### src/include/pmic_defs.svh
/*
  Constants of the serial control and event block: register offsets, field positions,
  reset values, bus address and timing counts. Assumes a 100 MHz core clock.
*/
// Function
// - Power good sense stays low, then delay
// - Power good rise latches event, read clears
// - Both edges of every source raise events
// - Four sources: undervoltage, sequence done, thermal
// - Latched event register, cleared when read
// - Live event register shows sources unlatched
// - Off mode returns registers to defaults
// - First byte: address, low bit read/write
// - Write: pointer byte, then incrementing data
// - Read starts at pointer, increments per byte
// - Seven bit address only, fixed per variant
// - Modify-type registers also updated internally
// - Not acknowledge during early bias blanking
`ifndef PMIC_DEFS_SVH
`define PMIC_DEFS_SVH

// ----------------------------------------------------------------------------
// Timing
// ----------------------------------------------------------------------------
`define CLK_PERIOD_NS      10
`define BLANK_TIME_NS      50000
`define BLANK_CYCLES       ((`BLANK_TIME_NS + `CLK_PERIOD_NS - 1) / `CLK_PERIOD_NS)
`define DIG_CLK_PERIOD_NS  8000
`define PG_DIG_CLKS        16
`define PG_CYCLES          ((`PG_DIG_CLKS * `DIG_CLK_PERIOD_NS + `CLK_PERIOD_NS - 1) / `CLK_PERIOD_NS)
`define IDLE_TIME_NS       1000000
`define IDLE_CYCLES        (`IDLE_TIME_NS / `CLK_PERIOD_NS)
`define CNT_W              20

// ----------------------------------------------------------------------------
// Bus address and synchronised pin positions
// ----------------------------------------------------------------------------
`define DEV_ADDR_A         7'h10
`define DEV_ADDR_B         7'h18
`define PIN_SCL            0
`define PIN_SDA            1
`define PIN_HW_ENABLE_PIN           2
`define PIN_SRC_LO         3
`define PIN_SRC_HI         6
`define PIN_IDLE           7'h03 // Bus lines idle high on pull-ups, enable idles low
`define SRC_UNDERVOLTAGE_LOCKOUT_EVENT           0
`define SRC_PUS            1
`define SRC_TSD            3
`define EVT_PG             4
`define POLICY_HI          7
`define POLICY_LO          6

// ----------------------------------------------------------------------------
// Register map and reset values
// ----------------------------------------------------------------------------
`define REG_GENERAL        8'h00
`define REG_LINEAR1        8'h01
`define REG_POLICY         8'h09
`define REG_LIVE           8'h0A
`define REG_LATCH          8'h0B
`define STORE_TOP          8'h1F
`define GENERAL_RST        8'h00
`define LINEAR1_RST        8'h39
`define POLICY_RST         8'h00
`define POLICY_RESTART     2'b00
`define POLICY_TSD_SEEN    0

`endif

### src/include/pmic_pkg.sv
/*
  Types of the serial control and event block: controller states and packed state records.
  Assumes nothing beyond the constants header.
*/
package pmic_pkg;

  // --------------------------------------------------------------------------
  // Serial controller states
  // --------------------------------------------------------------------------
  typedef enum logic [2:0] {
    ST_IDLE,
    ST_ADDR,
    ST_ADDR_ACK,
    ST_WR_BYTE,
    ST_WR_ACK,
    ST_RD_BYTE,
    ST_RD_ACK
  } ctrl_state_t;

  // Write request to the register storage
  typedef struct packed {
    logic       we;
    logic [4:0] addr;
    logic [7:0] data;
  } mem_wr_t;

  // Storage state
  typedef struct packed {
    logic [31:0][7:0] mem;
    logic [7:0]       rdata;
  } mem_st_t;

  // Whole state of the controller
  typedef struct packed {
    logic [6:0]  pin_s1;
    logic [6:0]  pin_s2;
    logic [6:0]  pin_d;
    ctrl_state_t fsm;
    logic [3:0]  bitcnt;
    logic [7:0]  shreg;
    logic        rw;
    logic        ptr_phase;
    logic        ack_ok;
    logic [7:0]  ptr;
    logic        oe;
    logic        sda_o;
    logic [4:0]  lat;
    logic        pg;
    logic [19:0] pg_cnt;
    logic [19:0] blank_cnt;
    logic [19:0] idle_cnt;
    logic [7:0]  policy;
    logic        off;
    logic        rd_clr;
    mem_wr_t     mem_wr;
  } core_st_t;

endpackage

### src/hw/pmic_serial_ctrl.sv
/*
  Two-wire serial slave with register pointer, power good sense, dual-edge event latching and
  off-mode register reset. Assumes bus pins and source levels are asynchronous to the core
  clock, and that bus clock edges are spaced by many core clock periods.
*/
`timescale 1ns/10ps
`include "pmic_defs.svh"
module pmic_serial_ctrl #(
  parameter logic [6:0]  DEV_ADDR     = `DEV_ADDR_A,
  parameter int unsigned BLANK_CYCLES = `BLANK_CYCLES,
  parameter int unsigned PG_CYCLES    = `PG_CYCLES,
  parameter int unsigned IDLE_CYCLES  = `IDLE_CYCLES
) (
  input  wire logic i_core_clk,
  input  wire logic i_resetn,
  input  wire logic i_scl,
  input  wire logic i_sda,
  input  wire logic i_hw_enable_pin,
  input  wire logic i_undervoltage_lockout_event,
  input  wire logic i_power_up_sequence_done,
  input  wire logic i_thermal_warning,
  input  wire logic i_thermal_shutdown,
  output logic      o_sda_o,
  output logic      o_sda_oe,
  output logic      o_power_good_sense,
  output logic      o_off_mode
);

  // --------------------------------------------------------------------------
  // State and helpers
  // --------------------------------------------------------------------------
  localparam logic [19:0] BLANK_END = `CNT_W'(BLANK_CYCLES);
  localparam logic [19:0] PG_END    = `CNT_W'(PG_CYCLES - 1);
  localparam logic [19:0] IDLE_END  = `CNT_W'(IDLE_CYCLES);

  pmic_pkg::core_st_t st_r;
  pmic_pkg::core_st_t st_nxt;
  logic [7:0]         mem_rdata;
  logic [6:0]         pins;
  logic [3:0]         src;
  logic [3:0]         src_edge;
  logic               pg_set;
  logic               scl_rise;
  logic               scl_fall;
  logic               start_c;
  logic               stop_c;
  logic [7:0]         rd_byte;

  // Only the second synchroniser stage and its delayed copy feed logic
  assign pins     = {i_thermal_shutdown, i_thermal_warning, i_power_up_sequence_done,
                     i_undervoltage_lockout_event, i_hw_enable_pin, i_sda, i_scl};
  assign src      = st_r.pin_s2[`PIN_SRC_HI:`PIN_SRC_LO];
  assign src_edge = src ^ st_r.pin_d[`PIN_SRC_HI:`PIN_SRC_LO];
  assign scl_rise = st_r.pin_s2[`PIN_SCL] & ~st_r.pin_d[`PIN_SCL];
  assign scl_fall = ~st_r.pin_s2[`PIN_SCL] & st_r.pin_d[`PIN_SCL];
  assign start_c  = st_r.pin_s2[`PIN_SCL] & st_r.pin_d[`PIN_SCL] &
                    ~st_r.pin_s2[`PIN_SDA] & st_r.pin_d[`PIN_SDA];
  assign stop_c   = st_r.pin_s2[`PIN_SCL] & st_r.pin_d[`PIN_SCL] &
                    st_r.pin_s2[`PIN_SDA] & ~st_r.pin_d[`PIN_SDA];
  // Rising power good worked out from registered state, keeping the next-state logic loop free
  assign pg_set   = ~st_r.pg & ~st_r.off & src[`SRC_PUS] & (st_r.pg_cnt == PG_END);

  // --------------------------------------------------------------------------
  // Read data selection
  // --------------------------------------------------------------------------
  // Addresses above the storage are reserved: no storage, read as zero
  always_comb begin
    case (st_r.ptr)
      `REG_POLICY: rd_byte = st_r.policy;
      `REG_LIVE:   rd_byte = {3'h0, st_r.pg, src};
      `REG_LATCH:  rd_byte = {3'h0, st_r.lat};
      default:     rd_byte = (st_r.ptr <= `STORE_TOP) ? mem_rdata : 8'h00;
    endcase
  end

  // --------------------------------------------------------------------------
  // Next state
  // --------------------------------------------------------------------------
  always_comb begin
    logic clr;
    logic load;
    clr           = 1'b0;
    load          = 1'b0;
    st_nxt        = st_r;
    st_nxt.pin_s1 = pins;
    st_nxt.pin_s2 = st_r.pin_s1;
    st_nxt.pin_d  = st_r.pin_s2;
    st_nxt.mem_wr = '0;
    st_nxt.sda_o  = 1'b0;

    // Blanking restarts only at undervoltage, so idle-off never blocks a host
    if (src[`SRC_UNDERVOLTAGE_LOCKOUT_EVENT]) begin
      st_nxt.blank_cnt = '0;
    end else if (st_r.blank_cnt != BLANK_END) begin
      st_nxt.blank_cnt = st_r.blank_cnt + 20'h1;
    end

    // Bus idle timer for the absent-host condition
    if (st_r.pin_s2[1:0] != st_r.pin_d[1:0]) begin
      st_nxt.idle_cnt = '0;
    end else if (st_r.idle_cnt != IDLE_END) begin
      st_nxt.idle_cnt = st_r.idle_cnt + 20'h1;
    end

    // Off mode conditions
    st_nxt.off = src[`SRC_UNDERVOLTAGE_LOCKOUT_EVENT] |
                 ((st_r.idle_cnt == IDLE_END) & ~st_r.pin_s2[`PIN_HW_ENABLE_PIN]) |
                 (src_edge[`SRC_TSD] & ~src[`SRC_TSD] &
                  (st_r.policy[`POLICY_HI:`POLICY_LO] == `POLICY_RESTART));

    // Power good sense held low through the sequence plus the delay
    if (st_r.off || !src[`SRC_PUS]) begin
      st_nxt.pg     = 1'b0;
      st_nxt.pg_cnt = '0;
    end else if (st_r.pg_cnt == PG_END) begin
      st_nxt.pg     = 1'b1;
    end else begin
      st_nxt.pg_cnt = st_r.pg_cnt + 20'h1;
    end

    // Serial protocol
    case (st_r.fsm)
      pmic_pkg::ST_IDLE: begin
        st_nxt.oe = 1'b0;
      end
      pmic_pkg::ST_ADDR: begin
        if (scl_rise) begin
          st_nxt.shreg  = {st_r.shreg[6:0], st_r.pin_s2[`PIN_SDA]};
          st_nxt.bitcnt = st_r.bitcnt + 4'h1;
        end else if (scl_fall && st_r.bitcnt == 4'h8) begin
          // Wrong address or blanking: stay released, which the master sees as a NACK
          if (st_r.shreg[7:1] == DEV_ADDR && st_r.blank_cnt == BLANK_END) begin
            st_nxt.oe  = 1'b1;
            st_nxt.rw  = st_r.shreg[0];
            st_nxt.fsm = pmic_pkg::ST_ADDR_ACK;
          end else begin
            st_nxt.fsm = pmic_pkg::ST_IDLE;
          end
        end
      end
      pmic_pkg::ST_ADDR_ACK: begin
        if (scl_fall) begin
          st_nxt.oe        = 1'b0;
          st_nxt.bitcnt    = '0;
          st_nxt.ptr_phase = 1'b1;
          if (st_r.rw) begin
            load       = 1'b1;
          end else begin
            st_nxt.fsm = pmic_pkg::ST_WR_BYTE;
          end
        end
      end
      pmic_pkg::ST_WR_BYTE: begin
        if (scl_rise) begin
          st_nxt.shreg  = {st_r.shreg[6:0], st_r.pin_s2[`PIN_SDA]};
          st_nxt.bitcnt = st_r.bitcnt + 4'h1;
        end else if (scl_fall && st_r.bitcnt == 4'h8) begin
          st_nxt.oe     = 1'b1;
          st_nxt.bitcnt = '0;
          st_nxt.fsm    = pmic_pkg::ST_WR_ACK;
          if (st_r.ptr_phase) begin
            st_nxt.ptr       = st_r.shreg;
            st_nxt.ptr_phase = 1'b0;
          end else begin
            st_nxt.ptr = st_r.ptr + 8'h1;
            if (st_r.ptr == `REG_POLICY) begin
              st_nxt.policy = st_r.shreg;
            end else if (st_r.ptr <= `STORE_TOP && st_r.ptr != `REG_LIVE && st_r.ptr != `REG_LATCH) begin
              st_nxt.mem_wr = '{we: 1'b1, addr: st_r.ptr[4:0], data: st_r.shreg};
            end
          end
        end
      end
      pmic_pkg::ST_WR_ACK: begin
        if (scl_fall) begin
          st_nxt.oe  = 1'b0;
          st_nxt.fsm = pmic_pkg::ST_WR_BYTE;
        end
      end
      pmic_pkg::ST_RD_BYTE: begin
        if (scl_fall) begin
          if (st_r.bitcnt == 4'h7) begin
            st_nxt.oe  = 1'b0;
            st_nxt.ptr = st_r.ptr + 8'h1;
            st_nxt.fsm = pmic_pkg::ST_RD_ACK;
          end else begin
            st_nxt.shreg  = {st_r.shreg[6:0], 1'b0};
            st_nxt.oe     = ~st_r.shreg[6];
            st_nxt.bitcnt = st_r.bitcnt + 4'h1;
          end
        end
      end
      pmic_pkg::ST_RD_ACK: begin
        if (scl_rise) begin
          st_nxt.ack_ok = ~st_r.pin_s2[`PIN_SDA];
        end else if (scl_fall) begin
          if (st_r.ack_ok) begin
            load       = 1'b1;
          end else begin
            st_nxt.fsm = pmic_pkg::ST_IDLE;
          end
        end
      end
      default: begin
        st_nxt.oe  = 1'b0;
        st_nxt.fsm = pmic_pkg::ST_IDLE;
      end
    endcase

    // Launch a read byte; open drain drives low for a zero bit
    if (load) begin
      st_nxt.shreg  = rd_byte;
      st_nxt.oe     = ~rd_byte[7];
      st_nxt.bitcnt = '0;
      st_nxt.fsm    = pmic_pkg::ST_RD_BYTE;
      clr           = (st_r.ptr == `REG_LATCH);
    end

    // Start and stop override any byte in progress
    if (start_c) begin
      st_nxt.fsm    = pmic_pkg::ST_ADDR;
      st_nxt.bitcnt = '0;
      st_nxt.oe     = 1'b0;
    end else if (stop_c) begin
      st_nxt.fsm = pmic_pkg::ST_IDLE;
      st_nxt.oe  = 1'b0;
    end

    // Event latch: clears first, new events last so a coinciding edge survives
    st_nxt.rd_clr = clr;
    if (clr || st_r.off) begin
      st_nxt.lat = '0;
    end
    if (!st_r.pin_s2[`PIN_HW_ENABLE_PIN]) begin
      st_nxt.lat[`EVT_PG] = 1'b0;
    end
    st_nxt.lat = st_nxt.lat | {pg_set, src_edge};

    // Off-mode policy reset after the protocol, so a write landing together loses
    if (st_r.off) begin
      st_nxt.policy = `POLICY_RST;
    end

    // Internal update of the modify-type register
    if (src_edge[`SRC_TSD] && src[`SRC_TSD]) begin
      st_nxt.policy[`POLICY_TSD_SEEN] = 1'b1;
    end
  end

  always_ff @(posedge i_core_clk or negedge i_resetn) begin
    if (!i_resetn) begin
      st_r        <= '0;
      st_r.policy <= `POLICY_RST;
      st_r.pin_s1 <= `PIN_IDLE;
      st_r.pin_s2 <= `PIN_IDLE;
      st_r.pin_d  <= `PIN_IDLE;
    end else begin
      st_r <= st_nxt;
    end
  end

  // --------------------------------------------------------------------------
  // Storage
  // --------------------------------------------------------------------------
  pmic_regfile u_regfile (
    .i_core_clk (i_core_clk),
    .i_resetn   (i_resetn),
    .i_clear    (st_r.off),
    .i_wr       (st_r.mem_wr),
    .i_raddr    (st_r.ptr[4:0]),
    .o_rdata    (mem_rdata)
  );

  assign o_sda_o            = st_r.sda_o;
  assign o_sda_oe           = st_r.oe;
  assign o_power_good_sense = st_r.pg;
  assign o_off_mode         = st_r.off;

  // --------------------------------------------------------------------------
  // Checks
  // --------------------------------------------------------------------------
  // Helper: no new event arrives in the cycle a read clear lands
  logic clr_quiet;
  assign clr_quiet = (src_edge == 4'h0) && !pg_set;
endmodule

### src/hw/pmic_regfile.sv
/*
  Byte storage of the host-writable registers, one write port and a registered read port.
  Assumes the controller holds the read address steady for a cycle before using the data.
*/
`timescale 1ns/10ps
`include "pmic_defs.svh"
module pmic_regfile (
  input  wire logic            i_core_clk,
  input  wire logic            i_resetn,
  input  wire logic            i_clear,
  input  wire pmic_pkg::mem_wr_t i_wr,
  input  wire logic [4:0]      i_raddr,
  output logic [7:0]           o_rdata
);

  // --------------------------------------------------------------------------
  // Defaults per entry
  // --------------------------------------------------------------------------
  wire logic [31:0][7:0] dflt;
  genvar g;
  generate
    for (g = 0; g < 32; g++) begin : g_dflt
      assign dflt[g] = (g == `REG_GENERAL) ? `GENERAL_RST :
                       (g == `REG_LINEAR1) ? `LINEAR1_RST : 8'h00;
    end
  endgenerate

  pmic_pkg::mem_st_t st_r;
  pmic_pkg::mem_st_t st_nxt;

  // Clear beats a write so off mode always lands on defaults
  always_comb begin
    st_nxt       = st_r;
    st_nxt.rdata = st_r.mem[i_raddr];
    if (i_clear) begin
      st_nxt.mem = dflt;
    end else if (i_wr.we) begin
      st_nxt.mem[i_wr.addr] = i_wr.data;
    end
  end

  always_ff @(posedge i_core_clk or negedge i_resetn) begin
    if (!i_resetn) begin
      st_r <= '0;
      st_r.mem[`REG_LINEAR1] <= `LINEAR1_RST;
    end else begin
      st_r <= st_nxt;
    end
  end

  assign o_rdata = st_r.rdata;

endmodule

### config.mk
export PLATFORM = sky130hd
export DESIGN_NAME = pmic_serial_ctrl
export DESIGN_NICKNAME = d
export VERILOG_FILES = /design/src/include/pmic_pkg.sv /design/src/hw/pmic_serial_ctrl.sv /design/src/hw/pmic_regfile.sv
export VERILOG_INCLUDE_DIRS = /design/src /design/src/include
export SDC_FILE = /design/constraint.sdc
export NUM_CORES = 1
export LEC_CHECK = 0
export ABC_AREA = 0
export BUFFER_PORTS_ARGS = -buffer_cell sky130_fd_sc_hd__buf_2
export CORE_ASPECT_RATIO = 1.2
export CORE_MARGIN = 1
export CORE_UTILIZATION = 64
export CTS_CLUSTER_SIZE = 30
export DETAILED_ROUTE_END_ITERATION = 10
export PLACE_DENSITY = 0.85
export SYNTH_ARGS = -nofsm -noshare
export SYNTH_HDL_FRONTEND = slang
export SYNTH_SLANG_ARGS = --single-unit
export TNS_END_PERCENT = 50
### constraint.sdc
create_clock -name i_core_clk -period 3.78 [get_ports i_core_clk]
set_clock_uncertainty 0.15 [all_clocks]
set_input_delay 0.567 -clock i_core_clk [delete_from_list [all_inputs] [get_ports i_core_clk]]
set_output_delay 0.567 -clock i_core_clk [all_outputs]
set_load 0.02 [all_outputs]
==> out/qor.yml <==
final_util_pct: 71.6
tightestPinTransition_ps: 1310
p_total_mw: 9.09
cap_violations: 0
drtPass1Iterations: 6
io_pins: 13
startpoint: "o_off_mode"
insertion_delay_ps: 540
gp_congestion: 0.898
peakVddDrop_mv: 0.380
yosysTopAreaCell: "dfrtp_1"
portBuffers: 11
final_area_um2: 21300
via_per_inst: 6.58
arrival_ps: 2040
ctsResizeCount: 0
netlist_area_um2: 19400
vias: 14200
status: "complete, no violations"
syn_nets: 1784
slowest_stage: "buf_4"
worst_slack_ps: 1020
cp.required_ps: 3060
drv_slew: 0
cts_sinks: 400
num_rows: 69
start_util_pct: 65.3
r2r_cells: 7
numCtsBuffers: 41
reg2reg_from: "st_nxt[118]"
layout_commonest_cell: "dfrtp_1"
synth_edf_count: 0
p_per_area_nw_per_um2: 428
synthFlopType: "dfrtp_1"
grt_pass1_wl_mm: 76.3
cts_tree: "done"
ys_async_sr_fraction_pct: 100
crit_chain: "buf_4 -> buf_2"
end_kind: "primary output"
syn_inst: 1759
n_fill_cell: 1975
grt-ovfl-total: 0
relSlewSlack_pct: 12.5
drive_gt1_share_pct: 13.8
antenna_found_initial: 1
drtAntennaViolNets: 0
path_max_fanout: 81
clockRootBuffer: "clkbuf_16"
setup_violations: 0
hold_viol_final: 0
place_ws_ps: 1100
layout_common_cells: "dfrtp_1 (387), nor2_1 (263), mux2i_1 (186), nand2_1 (145), nand3_1 (108)"
rrSetupSlack_ps: 1080
fmax_mhz: 363
period_share_pct: 72.9
drc: 0
die_x_um: 161
drt_wl_total_mm: 47.5
finalSetupTns_ps: 0
synthToLayoutAreaGrowth_pct: 9.58
die-area_um2: 31000
worstSetupPathType: "flop to primary output"
r2r-end: "st_r[115]"
yosysWarnings: 0
placed_cell_area_um2: 19800
cts_htree_levels: 2
synth_area_per_cell_um2: 11.0
rsz0062_at_grt: "no"
synth.distinct_cells: 69
layout.nets: 1752
coreArea_um2: 29700
min-delay-start: "i_hw_enable_pin"
clkTransAtPathRegs_ps: 60
routedWlPerCell_um: 22.1
start_kind: "flop"
hpwl_mm: 28.1
grt_use_total_pct: 31.6
hold_path.class: "input port to flop"
grt_max_degree: 182
fp.dieH_um: 193
first_global_vias: 14400
p_leak_nw: 8.87
synth_top_area_share_pct: 50.3
ys_seq_area_share_pct: 51.7
synthTopCellsByArea: "dfrtp_1 (50%), mux2i_1 (9.6%), mux4_2 (9.3%)"
finalCriticalPeriod_ps: 2760
critPathMaxStageDelay_ps: 690
drt_iter0_markers: 1702
ys_ff_latch: 400
ctsLongestPathBuffers: 3
worstSetupEndpoint: "o_off_mode"
## synth_stat cells, types with 11 or more instances
library cell    n
mux2i_1       186
and3_1         13
xnor2_1        24
a21oi_1       104
nand2_1       145
ha_1           16
clkbuf_1      104
or3_1          11
mux4_2         80
and2_1         19
nor3_1         16
dfrtp_1       390
buf_2          11
nand3_1       108
nor2_2         12
inv_1          25
nand4_1        17
nor2_1        265
mux2_2         11
xor2_1         26
nand3b_1       11
o21ai_0        27
## power breakdown
group	switching (mW)	leakage, nW	total (mW)	internal (mW)
Sequential	0.133	5.49	4.48	4.35
Combinational	0.267	2.68	0.398	0.132
Clock	1.72	0.692	4.21	2.49
## per-layer routing
metal | GRT usage, % | part of all wire [%]
met1 | 40.0 | 38
met4 | 14.9 | 4.6
met5 | 0 | 0
met2 | 52.6 | 50
met3 | 6.17 | 8.3
## state kept, by name, summed over array words and instances (netlist names)
signal,cells
u_regfile.o_rdata,8
src,4
st_nxt,10
st_r,119
u_regfile.st_r,256
o_off_mode,1
o_power_good_sense,1
o_sda_oe,1
## worst max-delay path, delay by kind of cell, from the launching register on
kind / cells / cell delay, ps
buffers and inverters: 2 / 990
flip-flops: 1 / 500
## cells by family (layout without fill, tap and decap cells)
kind of cell / after synthesis / after routing / share of synthesized area (%)
buffers and inverters: 147 / 147 / 3.01
muxes: 277 / 277 / 19.5
DFF: 400 / 400 / 51.7
and+or+nand+nor: 674 / 674 / 16.3
xor gates and xnor gates: 50 / 50 / 2.26
other: 1 / 2 / 0.0193
AOI/OAI and AO/OA: 194 / 194 / 6.19
adders and majority gates: 16 / 16 / 1.03
## what timing repair did
item	in CTS	in global routing
hold buffers	7	0
buffers inserted	0	0
endpoints found under the hold margin	88	0
## worst min path at each step
stage                  endpoint  cells after the start
floorplan            o_off_mode                      0
global placement    st_nxt[120]                      0
detailed placement       src[2]                      0
CTS                 st_nxt[127]                      1
global route        st_nxt[127]                      1
finish              st_nxt[127]                      1
## area by class of cell
| cell class | instances | area (um2) | share of cell area (%) |
|---|---|---|---|
| Timing Repair Buffer | 47 | 415 | 1.95 |
| Clock buffer | 55 | 1150 | 5.40 |
| Clock inverter | 20 | 260 | 1.22 |
| Sequential cell | 400 | 10000 | 47.2 |
| Inverter | 25 | 93.8 | 0.442 |
| Antenna cell | 1 | 2.50 | 0.0118 |
| Multi-Input combinational cell | 1212 | 8810 | 41.5 |
| Tap cell | 390 | 488 | 2.30 |
## metrics by stage
| step | cells | hold WS (ps) |
|---|---|---|
| floorplan | 1759 | 121 |
| global placement | 2067 | 185 |
| detailed placement | 2067 | 192 |
| CTS | 2149 | 11.9 |
| global route | 2149 | 5.12 |
| finish | 2150 | 17.3 |
(Power assumes the default switching activity.)
